<file path="config.mk">
export PLATFORM = sky130hd
export DESIGN_NAME = ecp_port_register_decode
export DESIGN_NICKNAME = d
export VERILOG_FILES = /design/src/ecp_port_pkg.sv /design/src/ecp_port_register_decode.sv
export VERILOG_INCLUDE_DIRS = /design/src
export SDC_FILE = /design/constraint.sdc
export NUM_CORES = 1
export LEC_CHECK = 0
export BUFFER_PORTS_ARGS = -buffer_cell sky130_fd_sc_hd__buf_2
export CAP_MARGIN = 20
export CELL_PAD_IN_SITES_DETAIL_PLACEMENT = 1
export CELL_PAD_IN_SITES_GLOBAL_PLACEMENT = 1
export CORE_MARGIN = 4
export CORE_UTILIZATION = 47
export CTS_CLUSTER_DIAMETER = 60
export DETAILED_ROUTE_END_ITERATION = 10
export HOLD_SLACK_MARGIN = 0.12
export PLACE_DENSITY = 0.83
export SLEW_MARGIN = 20
export SYNTH_ARGS = -nofsm -noshare
export SYNTH_HDL_FRONTEND = slang
export SYNTH_HIERARCHICAL = 1
export SYNTH_SLANG_ARGS = --single-unit
</file>
<file path="constraint.sdc">
create_clock -name clk_sys -period 3.7 [get_ports clk_sys]
set_input_delay 0.37 -clock clk_sys [delete_from_list [all_inputs] [get_ports clk_sys]]
set_output_delay 0.37 -clock clk_sys [all_outputs]
set_load 0.005 [all_outputs]
</file>
<file path="src/ecp_port_params.svh">
// offsets, field positions, mode codes and reset values of the parallel port register decode
`ifndef ECP_PORT_PARAMS_SVH
`define ECP_PORT_PARAMS_SVH

`define OFS_DATA 16'h0000
`define OFS_STATUS 16'h0001
`define OFS_CONTROL 16'h0002
`define OFS_FIFO_CFGA 16'h0400
`define OFS_CFGB 16'h0401
`define OFS_ECR 16'h0402

`define MODE_STANDARD 3'h0
`define MODE_BIDIR 3'h1
`define MODE_COMPAT_FIFO 3'h2
`define MODE_EXTENDED 3'h3
`define MODE_ENHANCED 3'h4
`define MODE_RESERVED 3'h5
`define MODE_TEST 3'h6
`define MODE_CONFIG 3'h7

`define ECR_MODE_HI 7
`define ECR_MODE_LO 5
`define ECR_FULL_BIT 1
`define ECR_EMPTY_BIT 0
`define CTRL_DIR_BIT 5

`define DATA_RESET 8'h00
`define CONTROL_RESET 6'h00
`define ECR_RESET 5'h02
`define CONFIG_A_VALUE 8'h10

`endif

</file>
<file path="src/ecp_port_pkg.sv">
// shared types of the parallel port register decode
package ecp_port_pkg;
	typedef logic [2:0] mode_t;
	typedef logic [7:0] byte_t;
	typedef logic [15:0] ioaddr_t;
endpackage : ecp_port_pkg

</file>
<file path="src/ecp_port_register_decode.sv">
// parallel port register decode with mode-dependent map and forward fifo
// Operation
// RL1: decode three-bit mode: standard, bidir, fifo, extended, enhanced, reserved, test, config.
// RL2: enhanced mode only when enabled by chip configuration, else not available.
// RL3: software never programs reserved or undefined mode codes.
// RL4: mode 111 gives config A at 0x400, config B at 0x401; else fifos.
// RL5: status, control and extended control reachable in every mode.
// RL6: every offset is added to the port base address before compare.
// RL7: every address match is qualified by the address enable signal.
// RL8: data register clears to zero on system reset.
// RL9: data register captures bus data on rising edge of write strobe.
// RL10: stored data driven uninverted onto the eight parallel data lines.
// RL11: data register read returns sampled parallel data lines.
// RL12: mode 011 write at 0x000 enters fifo tagged as address/RLE.
// RL13: address fifo entry only used while direction is forward; the code pushes and sends it whatever the direction bit.
// RL14: status bits 0 to 2 always read zero.
// RL15: status bit 3 reads the fault input level.
// RL16: status bit 4 reads the select input level.
// RL17: status bit 5 reads the paper error input level.
// RL18: status bit 6 reads the acknowledge input level.
// RL19: status bit 7 reads the complement of the busy input.
// RL20: writes to the status port are ignored.
`include "ecp_port_params.svh"

module ecp_fifo #(
	parameter int WIDTH = 9,
	parameter int DEPTH = 32
) (
	// clock and reset
	input wire logic clk_sys,
	input wire logic reset,
	input wire logic flush,
	// fill side
	input wire logic inValid,
	output logic inReady,
	input wire logic [WIDTH-1:0] inData,
	// drain side
	output logic outValid,
	input wire logic outReady,
	output logic [WIDTH-1:0] outData
);
	localparam int AW = $clog2(DEPTH);
	localparam int CW = $clog2(DEPTH + 1);
	logic [WIDTH-1:0] mem [DEPTH];
	logic [AW-1:0] wrPtr_q, wrPtr_d, rdPtr_q, rdPtr_d;
	logic [CW-1:0] count_q, count_d;
	logic push, pop;

	assign inReady = (count_q != CW'(DEPTH));
	assign outValid = (count_q != '0);
	assign outData = mem[rdPtr_q];
	assign push = inValid && inReady;
	assign pop = outValid && outReady;

	always_comb
	begin
		wrPtr_d = wrPtr_q;
		rdPtr_d = rdPtr_q;
		count_d = count_q;
		if (flush)
		begin
			wrPtr_d = '0;
			rdPtr_d = '0;
			count_d = '0;
		end
		else
		begin
			if (push)
				wrPtr_d = (wrPtr_q == AW'(DEPTH - 1)) ? '0 : wrPtr_q + 1'b1;
			if (pop)
				rdPtr_d = (rdPtr_q == AW'(DEPTH - 1)) ? '0 : rdPtr_q + 1'b1;
			count_d = count_q + CW'(push) - CW'(pop);
		end
	end

	always_ff @(posedge clk_sys or posedge reset)
	begin
		if (reset)
		begin
			wrPtr_q <= '0;
			rdPtr_q <= '0;
			count_q <= '0;
		end
		else
		begin
			wrPtr_q <= wrPtr_d;
			rdPtr_q <= rdPtr_d;
			count_q <= count_d;
		end
	end

	// storage has no reset, only the pointers and the count do
	always_ff @(posedge clk_sys)
	begin
		if (push && !flush)
			mem[wrPtr_q] <= inData;
	end
endmodule : ecp_fifo

module ecp_port_register_decode #(
	parameter int FIFO_DEPTH = 32
) (
	// clock and reset
	input wire logic clk_sys,
	input wire logic reset,
	// host bus pins
	input wire ecp_port_pkg::ioaddr_t hostAddr,
	input wire ecp_port_pkg::byte_t hostDataIn,
	output ecp_port_pkg::byte_t hostDataOut,
	output logic hostDataOe,
	input wire logic ioReadN,
	input wire logic ioWriteN,
	input wire logic addrEnable,
	output logic hostFifoReady,
	// chip configuration
	input wire ecp_port_pkg::ioaddr_t portBase,
	input wire logic enhancedEnable,
	input wire logic [2:0] irqSelect,
	input wire logic [2:0] dmaSelect,
	input wire logic irqLineLevel,
	output logic enhancedActive,
	// parallel cable
	input wire ecp_port_pkg::byte_t parallelDataIn,
	output ecp_port_pkg::byte_t parallelDataOut,
	output logic parallelDataOe,
	input wire logic peripheralFaultIn,
	input wire logic selectIn,
	input wire logic paperErrorIn,
	input wire logic peripheralAckIn,
	input wire logic busyIn,
	output logic strobeN,
	output logic autoFeedN,
	output logic initN,
	output logic selectOutN,
	// forward stream to the link handshake
	output logic xmitValid,
	input wire logic xmitReady,
	output ecp_port_pkg::byte_t xmitData,
	output logic xmitAddrTag
);
	import ecp_port_pkg::*;
	localparam int SW = 16 + 8 + 8 + 8;

	logic [SW-1:0] pinS1_q, pinS2_q;
	logic [2:0] strbS1_q, strbS2_q, strbS3_q;
	ioaddr_t addrS;
	byte_t busS, pdS;
	logic [4:0] statS;
	logic rdLow, wrRise, rdRise;
	byte_t data_q, data_d, hostOut_q, hostOut_d, lastTest_q, lastTest_d;
	logic [5:0] ctrl_q, ctrl_d;
	logic [4:0] ecr_q, ecr_d;
	logic hostOe_q, hostOe_d, enh_q, enh_d;
	byte_t pdOut_q, pdOut_d;
	logic pdOe_q, pdOe_d, fifoRdy_q, fifoRdy_d;
	logic [3:0] pinCtl_q, pinCtl_d;
	logic xv_q, xv_d, xt_q, xt_d;
	byte_t xd_q, xd_d;
	mode_t mode;
	logic hitData, hitStat, hitCtrl, hitFifo, hitCfgB, hitEcr;
	logic pushValid, pushTag, inReady, outValid, outReady, popTest, flush;
	byte_t pushData;
	logic [8:0] outData;

	// pins and strobes from outside pass two flops before use
	always_ff @(posedge clk_sys or posedge reset)
	begin
		if (reset)
		begin
			pinS1_q <= '0;
			pinS2_q <= '0;
			strbS1_q <= 3'h7;
			strbS2_q <= 3'h7;
			strbS3_q <= 3'h7;
		end
		else
		begin
			pinS1_q <= {hostAddr, hostDataIn, parallelDataIn, peripheralFaultIn, selectIn,
				paperErrorIn, peripheralAckIn, busyIn, 3'h0};
			pinS2_q <= pinS1_q;
			strbS1_q <= {ioReadN, ioWriteN, addrEnable};
			strbS2_q <= strbS1_q;
			strbS3_q <= strbS2_q;
		end
	end

	assign addrS = pinS2_q[39:24];
	assign busS = pinS2_q[23:16];
	assign pdS = pinS2_q[15:8];
	assign statS = pinS2_q[7:3];
	assign rdLow = !strbS2_q[2];
	assign rdRise = strbS2_q[2] && !strbS3_q[2];
	assign wrRise = strbS2_q[1] && !strbS3_q[1]; // [RL9]

	// unavailable enhanced code falls back to standard decode; the reserved code passes through unchanged
	assign mode = (ecr_q[4:2] == `MODE_ENHANCED && !enhancedEnable) ? `MODE_STANDARD
		: ecr_q[4:2]; // [RL1] [RL2] [RL3]

	function automatic logic hit(input ioaddr_t a, input ioaddr_t base, input ioaddr_t ofs,
		input logic aen);
		hit = !aen && (a == ioaddr_t'(base + ofs)); // [RL6] [RL7]
	endfunction : hit

	always_comb
	begin
		hitData = hit(addrS, portBase, `OFS_DATA, strbS2_q[0]);
		hitStat = hit(addrS, portBase, `OFS_STATUS, strbS2_q[0]); // [RL5]
		hitCtrl = hit(addrS, portBase, `OFS_CONTROL, strbS2_q[0]);
		hitFifo = hit(addrS, portBase, `OFS_FIFO_CFGA, strbS2_q[0]);
		hitCfgB = hit(addrS, portBase, `OFS_CFGB, strbS2_q[0]);
		hitEcr = hit(addrS, portBase, `OFS_ECR, strbS2_q[0]);
	end

	// fill side: address byte at 0x000 in mode 011, data bytes at 0x400
	always_comb
	begin
		pushValid = 1'b0;
		pushTag = 1'b0;
		pushData = busS;
		if (wrRise && hitData && mode == `MODE_EXTENDED)
		begin
			pushValid = 1'b1;
			pushTag = 1'b1; // [RL12]
		end
		else if (wrRise && hitFifo && (mode == `MODE_COMPAT_FIFO
			|| mode == `MODE_EXTENDED || mode == `MODE_TEST))
			pushValid = 1'b1; // [RL4]
	end

	assign flush = (mode == `MODE_STANDARD);
	assign popTest = rdRise && hitFifo && mode == `MODE_TEST;
	// one byte waits in the send register, so the stream holds depth plus one
	assign outReady = (mode == `MODE_TEST) ? popTest
		: ((mode == `MODE_COMPAT_FIFO || mode == `MODE_EXTENDED) && (!xv_q || xmitReady));

	ecp_fifo #(.WIDTH(9), .DEPTH(FIFO_DEPTH)) u_fifo (
		.clk_sys(clk_sys),
		.reset(reset),
		.flush(flush),
		.inValid(pushValid),
		.inReady(inReady),
		.inData({pushTag, pushData}),
		.outValid(outValid),
		.outReady(outReady),
		.outData(outData)
	);

	always_comb
	begin
		data_d = data_q;
		ctrl_d = ctrl_q;
		ecr_d = ecr_q;
		lastTest_d = lastTest_q;
		if (wrRise && hitData && (mode == `MODE_STANDARD || mode == `MODE_BIDIR))
			data_d = busS; // [RL9]
		if (wrRise && hitCtrl)
			ctrl_d = busS[5:0];
		if (wrRise && hitEcr)
			ecr_d = busS[7:3];
		// a write to the status offset matches no branch and is dropped [RL20]
		if (popTest && outValid)
			lastTest_d = outData[7:0];
		hostOe_d = rdLow && (hitData || hitStat || hitCtrl || hitFifo || hitCfgB || hitEcr);
		hostOut_d = 8'h00;
		if (hitStat) // [RL15] [RL16] [RL17] [RL18] [RL19]
			hostOut_d = {!statS[0], statS[1], statS[2], statS[3], statS[4], 3'h0}; // [RL14]
		else if (hitCtrl)
			hostOut_d = {2'h0, ctrl_q};
		else if (hitEcr)
			hostOut_d = {ecr_q, 1'b0, !inReady, !outValid};
		else if (hitData && (mode == `MODE_STANDARD || mode == `MODE_BIDIR))
			hostOut_d = pdS; // [RL11]
		else if (hitFifo && mode == `MODE_CONFIG)
			hostOut_d = `CONFIG_A_VALUE; // [RL4]
		else if (hitFifo && mode == `MODE_TEST)
			hostOut_d = outValid ? outData[7:0] : lastTest_q;
		else if (hitCfgB && mode == `MODE_CONFIG)
			hostOut_d = {1'b0, irqLineLevel, irqSelect, dmaSelect};
		// standard and fifo mode 010 always drive forward; all other modes obey the direction bit
		pdOut_d = data_d; // [RL10]
		pdOe_d = (mode == `MODE_STANDARD || mode == `MODE_COMPAT_FIFO)
			|| !ctrl_d[`CTRL_DIR_BIT];
		pinCtl_d = {!ctrl_d[3], ctrl_d[2], !ctrl_d[1], !ctrl_d[0]};
		enh_d = (ecr_q[4:2] == `MODE_ENHANCED) && enhancedEnable; // [RL2]
		fifoRdy_d = inReady;
		xv_d = xv_q;
		xd_d = xd_q;
		xt_d = xt_q;
		if (xv_q && xmitReady)
			xv_d = 1'b0;
		if (outValid && outReady && mode != `MODE_TEST)
		begin
			xv_d = 1'b1;
			xd_d = outData[7:0];
			xt_d = outData[8]; // [RL12]
		end
		if (flush)
			xv_d = 1'b0;
	end

	always_ff @(posedge clk_sys or posedge reset)
	begin
		if (reset)
		begin
			data_q <= `DATA_RESET; // [RL8]
			ctrl_q <= `CONTROL_RESET;
			ecr_q <= `ECR_RESET;
			lastTest_q <= 8'h00;
			hostOut_q <= 8'h00;
			hostOe_q <= 1'b0;
			pdOut_q <= `DATA_RESET;
			pdOe_q <= 1'b1;
			pinCtl_q <= 4'hB;
			enh_q <= 1'b0;
			fifoRdy_q <= 1'b1;
			xv_q <= 1'b0;
			xd_q <= 8'h00;
			xt_q <= 1'b0;
		end
		else
		begin
			data_q <= data_d;
			ctrl_q <= ctrl_d;
			ecr_q <= ecr_d;
			lastTest_q <= lastTest_d;
			hostOut_q <= hostOut_d;
			hostOe_q <= hostOe_d;
			pdOut_q <= pdOut_d;
			pdOe_q <= pdOe_d;
			pinCtl_q <= pinCtl_d;
			enh_q <= enh_d;
			fifoRdy_q <= fifoRdy_d;
			xv_q <= xv_d;
			xd_q <= xd_d;
			xt_q <= xt_d;
		end
	end

	assign hostDataOut = hostOut_q;
	assign hostDataOe = hostOe_q;
	assign hostFifoReady = fifoRdy_q;
	assign enhancedActive = enh_q;
	assign parallelDataOut = pdOut_q;
	assign parallelDataOe = pdOe_q;
	assign {selectOutN, initN, autoFeedN, strobeN} = pinCtl_q;
	assign xmitValid = xv_q;
	assign xmitData = xd_q;
	assign xmitAddrTag = xt_q;
endmodule : ecp_port_register_decode

</file>
# == Yosys cells after proc, flatten, opt, wreduce, memory -nomap -nowiden ==
# Memories as Yosys holds them, arrays and structs flattened.
# Index checks and enable logic that the tools add are counted.
# totals
regBits,152
ramBits,288
out_inout_bits,34
wordCells,135
memories,1
# memory_table
memory,words,width,read_ports,rd_clocked_by_memory_dff,write_ports,line_no,source
u_fifo.mem,32,9,1,0,1,ecp_port_register_decode.sv:44,logic [WIDTH-1:0] mem [DEPTH];
# classes
add_sub_neg,9
eq_ne,16
n_mux,26
n_reduce_logical,61
# op_table
cell,count
16-bit == test,6
8-bit two-way mux,7
16-bit by 11-bit adder with 16-bit output (second input constant),3
1-bit logical AND,31
5-bit two-way mux,6
16-bit by 1-bit adder with 16-bit output (second input constant),1
16-bit by 2-bit adder with 16-bit output (second input constant),1
1-bit zero test,14
6-bit two-way mux,2
1-bit logical OR,11
5-bit by 1-bit adder with 5-bit output (second input constant),2
5-bit == test (second input constant),2
3-bit == test (second input constant),3
1-bit two-way mux,9
7-bit two-way mux,1
6-bit by 1-bit adder with 6-bit output,1
3-bit by 2-bit == test with 1-bit output (second input constant),2
6-bit inequality test (second input constant),1
6-bit nonzero test,1
6-bit by 1-bit subtractor with 6-bit output,1
2-bit nonzero test,2
3-bit by 1-bit == test with 1-bit output (second input constant),1
3-bit zero test,1
3-bit two-way mux,1
other kinds (2),2

# == Longest topological paths before layout ==
# depth
word_depth,13
ltp_mapped,19
mapped_depth_nobuf,17

# == By module ==
# Netlist, hierarchy kept.
# modules_own_cells
mod,instances,cells_each,area_per_inst_um2,seq_area_each_um2
ecp_fifo,1,693,12321.8,9048.7
ecp_port_register_decode,1,449,5741.8,3370.7

# == Worst setup path before layout ==
# No wires, ideal clock.
# synth_path
kind,input port to flip-flop
start,in portBase[13]
end,reg u_fifo.count_q[5]
t_arrival_ps,3928
required_time_ps,3631
setup_slack_ps,-296
stages,17
cell_sequence,buf_4 > xnor2_1 > xnor2_1 > o2111ai_1 > or4_4 > or3_1 > buf_2 > o21ai_0 > nand2_1 > inv_1 > ha_1 > inv_1 > ha_1 > a21o_1 > a21oi_1 > or4_1 > nand3_1
# synth_lines
item,line_no,source
from (decl),ecp_port_register_decode.sv:116,"input wire ecp_port_pkg::ioaddr_t portBase,"
16-bit by 11-bit adder with 16-bit output,ecp_port_register_decode.sv:201,hit = !aen && (a == ioaddr_t'(base + ofs));
16-bit == test,ecp_port_register_decode.sv:201,
1-bit logical AND,ecp_port_register_decode.sv:201,
1-bit logical AND,ecp_port_register_decode.sv:231,assign popTest = rdRise && hitFifo && mode == `MODE_TEST;
1-bit logical AND (no source line),n/a,
1-bit two-way mux,ecp_port_register_decode.sv:233,assign outReady = (mode == `MODE_TEST) ? popTest
net outReady,ecp_port_register_decode.sv:161,"logic pushValid, pushTag, inReady, outValid, outReady, popTest, flush;"
1-bit logical AND,ecp_port_register_decode.sv:53,assign pop = outValid && outReady;
6-bit by 1-bit subtractor with 6-bit output,ecp_port_register_decode.sv:72,count_d = count_q + CW'(push) - CW'(pop);
6-bit two-way mux,ecp_port_register_decode.sv:60,if (flush)
net u_fifo.count_d[5],ecp_port_register_decode.sv:46,"logic [CW-1:0] count_q, count_d;"
to (signal assigned),ecp_port_register_decode.sv:88,count_q <= count_d;
to (decl),ecp_port_register_decode.sv:46,
# The timed path passes the listed nets, and every way through them passes these cells.
# A chain may end at the register's enable or synchronous reset.

# == Worst setup path in the final report ==
# layout_path
start,reg pinS2_q[29]
end,reg u_fifo.count_q[4]
# layout_lines
item,line_no,source
from (decl),ecp_port_register_decode.sv:144,"logic [SW-1:0] pinS1_q, pinS2_q;"
from (signal assigned),ecp_port_register_decode.sv:180,pinS2_q <= pinS1_q;
16-bit == test,ecp_port_register_decode.sv:201,
1-bit logical AND,ecp_port_register_decode.sv:201,
1-bit logical AND,ecp_port_register_decode.sv:231,
1-bit logical AND (no source line),n/a,
1-bit two-way mux,ecp_port_register_decode.sv:233,
net outReady,ecp_port_register_decode.sv:161,
1-bit logical AND,ecp_port_register_decode.sv:53,
6-bit by 1-bit subtractor with 6-bit output,ecp_port_register_decode.sv:72,
6-bit two-way mux,ecp_port_register_decode.sv:60,
net u_fifo.count_d[4],ecp_port_register_decode.sv:46,
# The timed path passes the listed nets, and every way through them passes these cells.

==> impl_metrics.ini <==
[status]
status = finished, violations left
violations = negative setup slack

[sta]
finalWorstSetupSlack_ns = -0.1362
setup_tns_ns = -0.2175
hold_viol = 0
min_period_over_period_pct = 103.7
clock_skew_ns = 0.02228
maxSlewViolCount = 0
max_slew_margin_pct = 33.54
setup_viol = 3
period_minus_slack_ns = 3.836
rsz0062_at_grt = true
max_slew.worst_pin.slew_ns = 0.9933
clock.fmax_mhz = 260.7

[placement]
io_buffers = 100
place_ws_ns = -0.1665
gp_congestion = 0.8252
dpl.hpwl_um = 31300
placed_area_mm2 = 0.01963

[die]
coreArea_mm2 = 0.03776
io_pins = 101
start_util_pct = 47.84
dieArea_mm2 = 0.04163
rows = 71
die_h_um = 204.0
die_w_um = 204.0

[cts]
clock-sinks = 438
cts_root_buffer = clkbuf_16
h-tree-depth = 2
max-clock-path-buffers = 3
tritoncts = yes
cts_buffers = 45
path_clk_slew_ns = 0.07
insertion_delay_ns = 0.56

[yosys]
yosys_warnings = 6
ys_top_cells_by_area = edfxtp_1 48%, dfrtp_1 19%, mux2i_1 4.7%
synth-seq-cells = 438
synthCells = 1142
synth_edf_count = 288
post-synth-top-area-cell = edfxtp_1
synth_area_mm2 = 0.01806
netlist-cell-type-count = 81
synth_fp_nets = 1231
synth.avg_cell_area_um2 = 15.82
synth_top_area_share_pct = 47.88
synth_ff_type = edfxtp_1
synth.yosys.seq_area_share_pct = 68.75
async_flop_share_pct = 34.25

[drt]
wl_met1_um = 20250
vias = 11460
route.met2.wl_um = 28000
wirelength_um = 53710
drtIter0Drc = 1162
routed.top_layer = met4
dr_wl_met3_um = 3054
first_pass_iters = 5
drc = 0
antenna_left = 0
vias_per_cell = 5.972
wl_per_cell_um = 28.00

[grt]
track_usage_pct = 25.86
grt_max_degree = 101
grt_first_pass_wirelength_um = 81450
grt-ovfl-total = 0
grt_pass1_vias = 12860
grt_antenna_before_repair = 0

[pwr]
p_leak_nw = 7.836
combinationalPowerShare_pct = 3.7
seqPwrFrac_pct = 52.8
p_per_area_mw_per_mm2 = 466.4
internal_power_w = 0.007942
finalPower_w = 0.01008
p_sw_w = 0.002136
worst_ir_drop_vdd_mv = 0.3875
pwr-share-clk_pct = 43.5
swShare_pct = 21.20

[cells_and_area]
final_util_pct = 57.24
seq_area_mm2 = 0.01243
design_area_mm2 = 0.02161
fill_cells = 3539
area_growth_pct = 19.63
multiInputGateArea_mm2 = 0.005341
final_nets = 1459
drive_above_1_share_pct = 26.88

[worst_setup_path]
cp.arrival_ns = 4.26
cp_max_fo = 4
cp_data_required_time_ns = 4.12
critPathCaptureType = flop
critPathBufInv = 2
slowest_delay_ns = 0.61
worstPathCellList = xor2_2, nor4_4, nand4_2, or4_4, or3_4, o21ai_2, nand2_2, inv_2, ha_4, inv_2, ha_4, fa_2, a21oi_2, o21bai_1, xnor2_1, nor2_1
cp_slowest_cell = or4_4
crit_path_start_kind = flop
critPathKind = reg2reg
cp_top_family = simple AND/OR/NAND/NOR gates

[flow_run]
cap_viol_max_count = 0

[min_path]
hold_class = in2reg
-- stage by stage --
stage / hold slack (ns) / std cells
3_3_place_gp: 0.3322 / 1785
4_1_cts: 0.1243 / 1914
5_1_grt: 0.1322 / 1917
2_1_floorplan: 0.2837 / 1142
3_5_place_dp: 0.3362 / 1786
6_report: 0.1504 / 1918
-- synth_stat cells, types with 7 or more instances --
cell,count
nor2_1,55
nand4_1,9
a22o_1,10
xor2_1,19
a21oi_1,41
nand2_1,59
ha_1,21
xnor2_1,28
clkbuf_1,18
nand3_1,45
edfxtp_1,288
mux2_2,25
nor2b_1,9
mux4_1,7
and3_1,7
dfstp_2,14
mux2_4,8
inv_1,22
a22oi_1,20
buf_2,27
mux4_2,29
nor3_1,10
dfrtp_1,136
or3_1,9
mux2i_1,84
o21ai_0,19
-- power groups by stage --
stage,combinational (W),sequential [W],clock [W]
final,0.000376,0.00532,0.00438
after global routing,0.000402,0.00532,0.00469
after CTS,0.000348,0.00532,0.00442
after detailed placement,0.000303,0.00542,0
after global placement,0.000284,0.00541,0
after floorplan,0.000154,0.00541,0
-- cells by family after synthesis --
family | Yosys count | synth area share, %
compound gates | 146 | 5.777
xor+xnor | 51 | 2.701
fa+ha+maj | 22 | 1.565
buf+inv | 78 | 2.168
flops | 438 | 68.75
mux | 157 | 11.76
simple gates | 250 | 7.273
-- flip-flops by register name, indices dropped and copies added (netlist names) --
signal           cells
hostFifoReady        1
pinS2_q             37
pinS1_q             37
parallelDataOe       1
xmitAddrTag          1
u_fifo/mem         288
hostDataOut          8
u_fifo/wrPtr_q       5
strbS2_q             3
u_fifo/rdPtr_q       5
strbS3_q             2
u_fifo/count_q       6
xmitData             8
strbS1_q             3
ctrl_q               5
enhancedActive       1
hostDataOe           1
xmitValid            1
ecr_q                5
lastTest_q           8
parallelDataOut      8
pinCtl_q             4
-- layout make-up --
cell class	instances	area share [%]
Timing Repair Buffer	237	7.840
Clock buffer	69	6.091
Sequential cell	438	57.52
Inverter	22	0.3995
Tap cell	511	2.959
Clock inverter	14	0.4574
Antenna cell	1	0.01158
Multi-Input combinational cell	626	24.72
-- routing by layer --
layer | vias to the layer above | GRT usage [%]
met5 | - | 0
met4 | 0 | 11.01
met3 | 156 | 4.062
met2 | 510 | 45.28
met1 | 5983 | 32.17
li1 | 4806 | -
-- layout by cell type (no fill, tap or decap), types with 6 or more instances in the layout --
master,Yosys,routed
edfxtp_1,288,288
dfrtp_1,136,131
buf_2,27,100
buf_4,1,88
mux2i_1,84,84
nand2_1,59,58
nor2_1,55,55
nand3_1,45,45
clkbuf_16,0,45
dlygate4sd3_1,0,45
a21oi_1,41,39
mux4_2,29,29
xnor2_1,28,26
mux2_2,25,25
a22oi_1,20,20
inv_1,22,19
ha_1,21,19
xor2_1,19,18
o21ai_0,19,18
clkbuf_1,18,14
dfstp_2,14,14
a22o_1,10,10
clkbuf_8,0,10
nor2b_1,9,9
nand4_1,9,9
nor3_1,10,9
or3_1,9,8
mux2_4,8,8
and3_1,7,7
a221oi_2,6,7
mux4_1,7,7
nor4_1,6,6
a211o_1,6,6
nand2b_1,6,6
-- worst min-delay path: cells and delay by family --
family,cells,cell delay [ns]
compound gates,1,0.07
simple gates,1,0.13
buf+inv,1,0.09
-- worst paths after layout --
kind	startpoint	slack, ns	to	cells past startpoint
worst max register to register	pinS2_q[29]	-0.14	u_fifo/count_q[4]	16
worst min register to register	pinS1_q[18]	0.35	pinS2_q[18]	0
max in group asynchronous	reset	2.15	xmitData[3]	4
worst min-delay path	xmitReady	0.15	xmitValid	3
worst max-delay path	pinS2_q[29]	-0.14	u_fifo/count_q[4]	16
min in group asynchronous	reset	0.53	u_fifo/rdPtr_q[3]	3
-- what timing repair did --
| item | in CTS | in global routing |
|---|---|---|
| resized for setup | 2 | 12 |
| pin swaps | 3 | 14 |
| hold buffers | 45 | 0 |
| setup endpoints to repair | 3 | 4 |
| hold endpoints to repair | 93 | 0 |
| buffers inserted | 0 | 2 |
No activity file was read; power rests on OpenSTA's default activity.
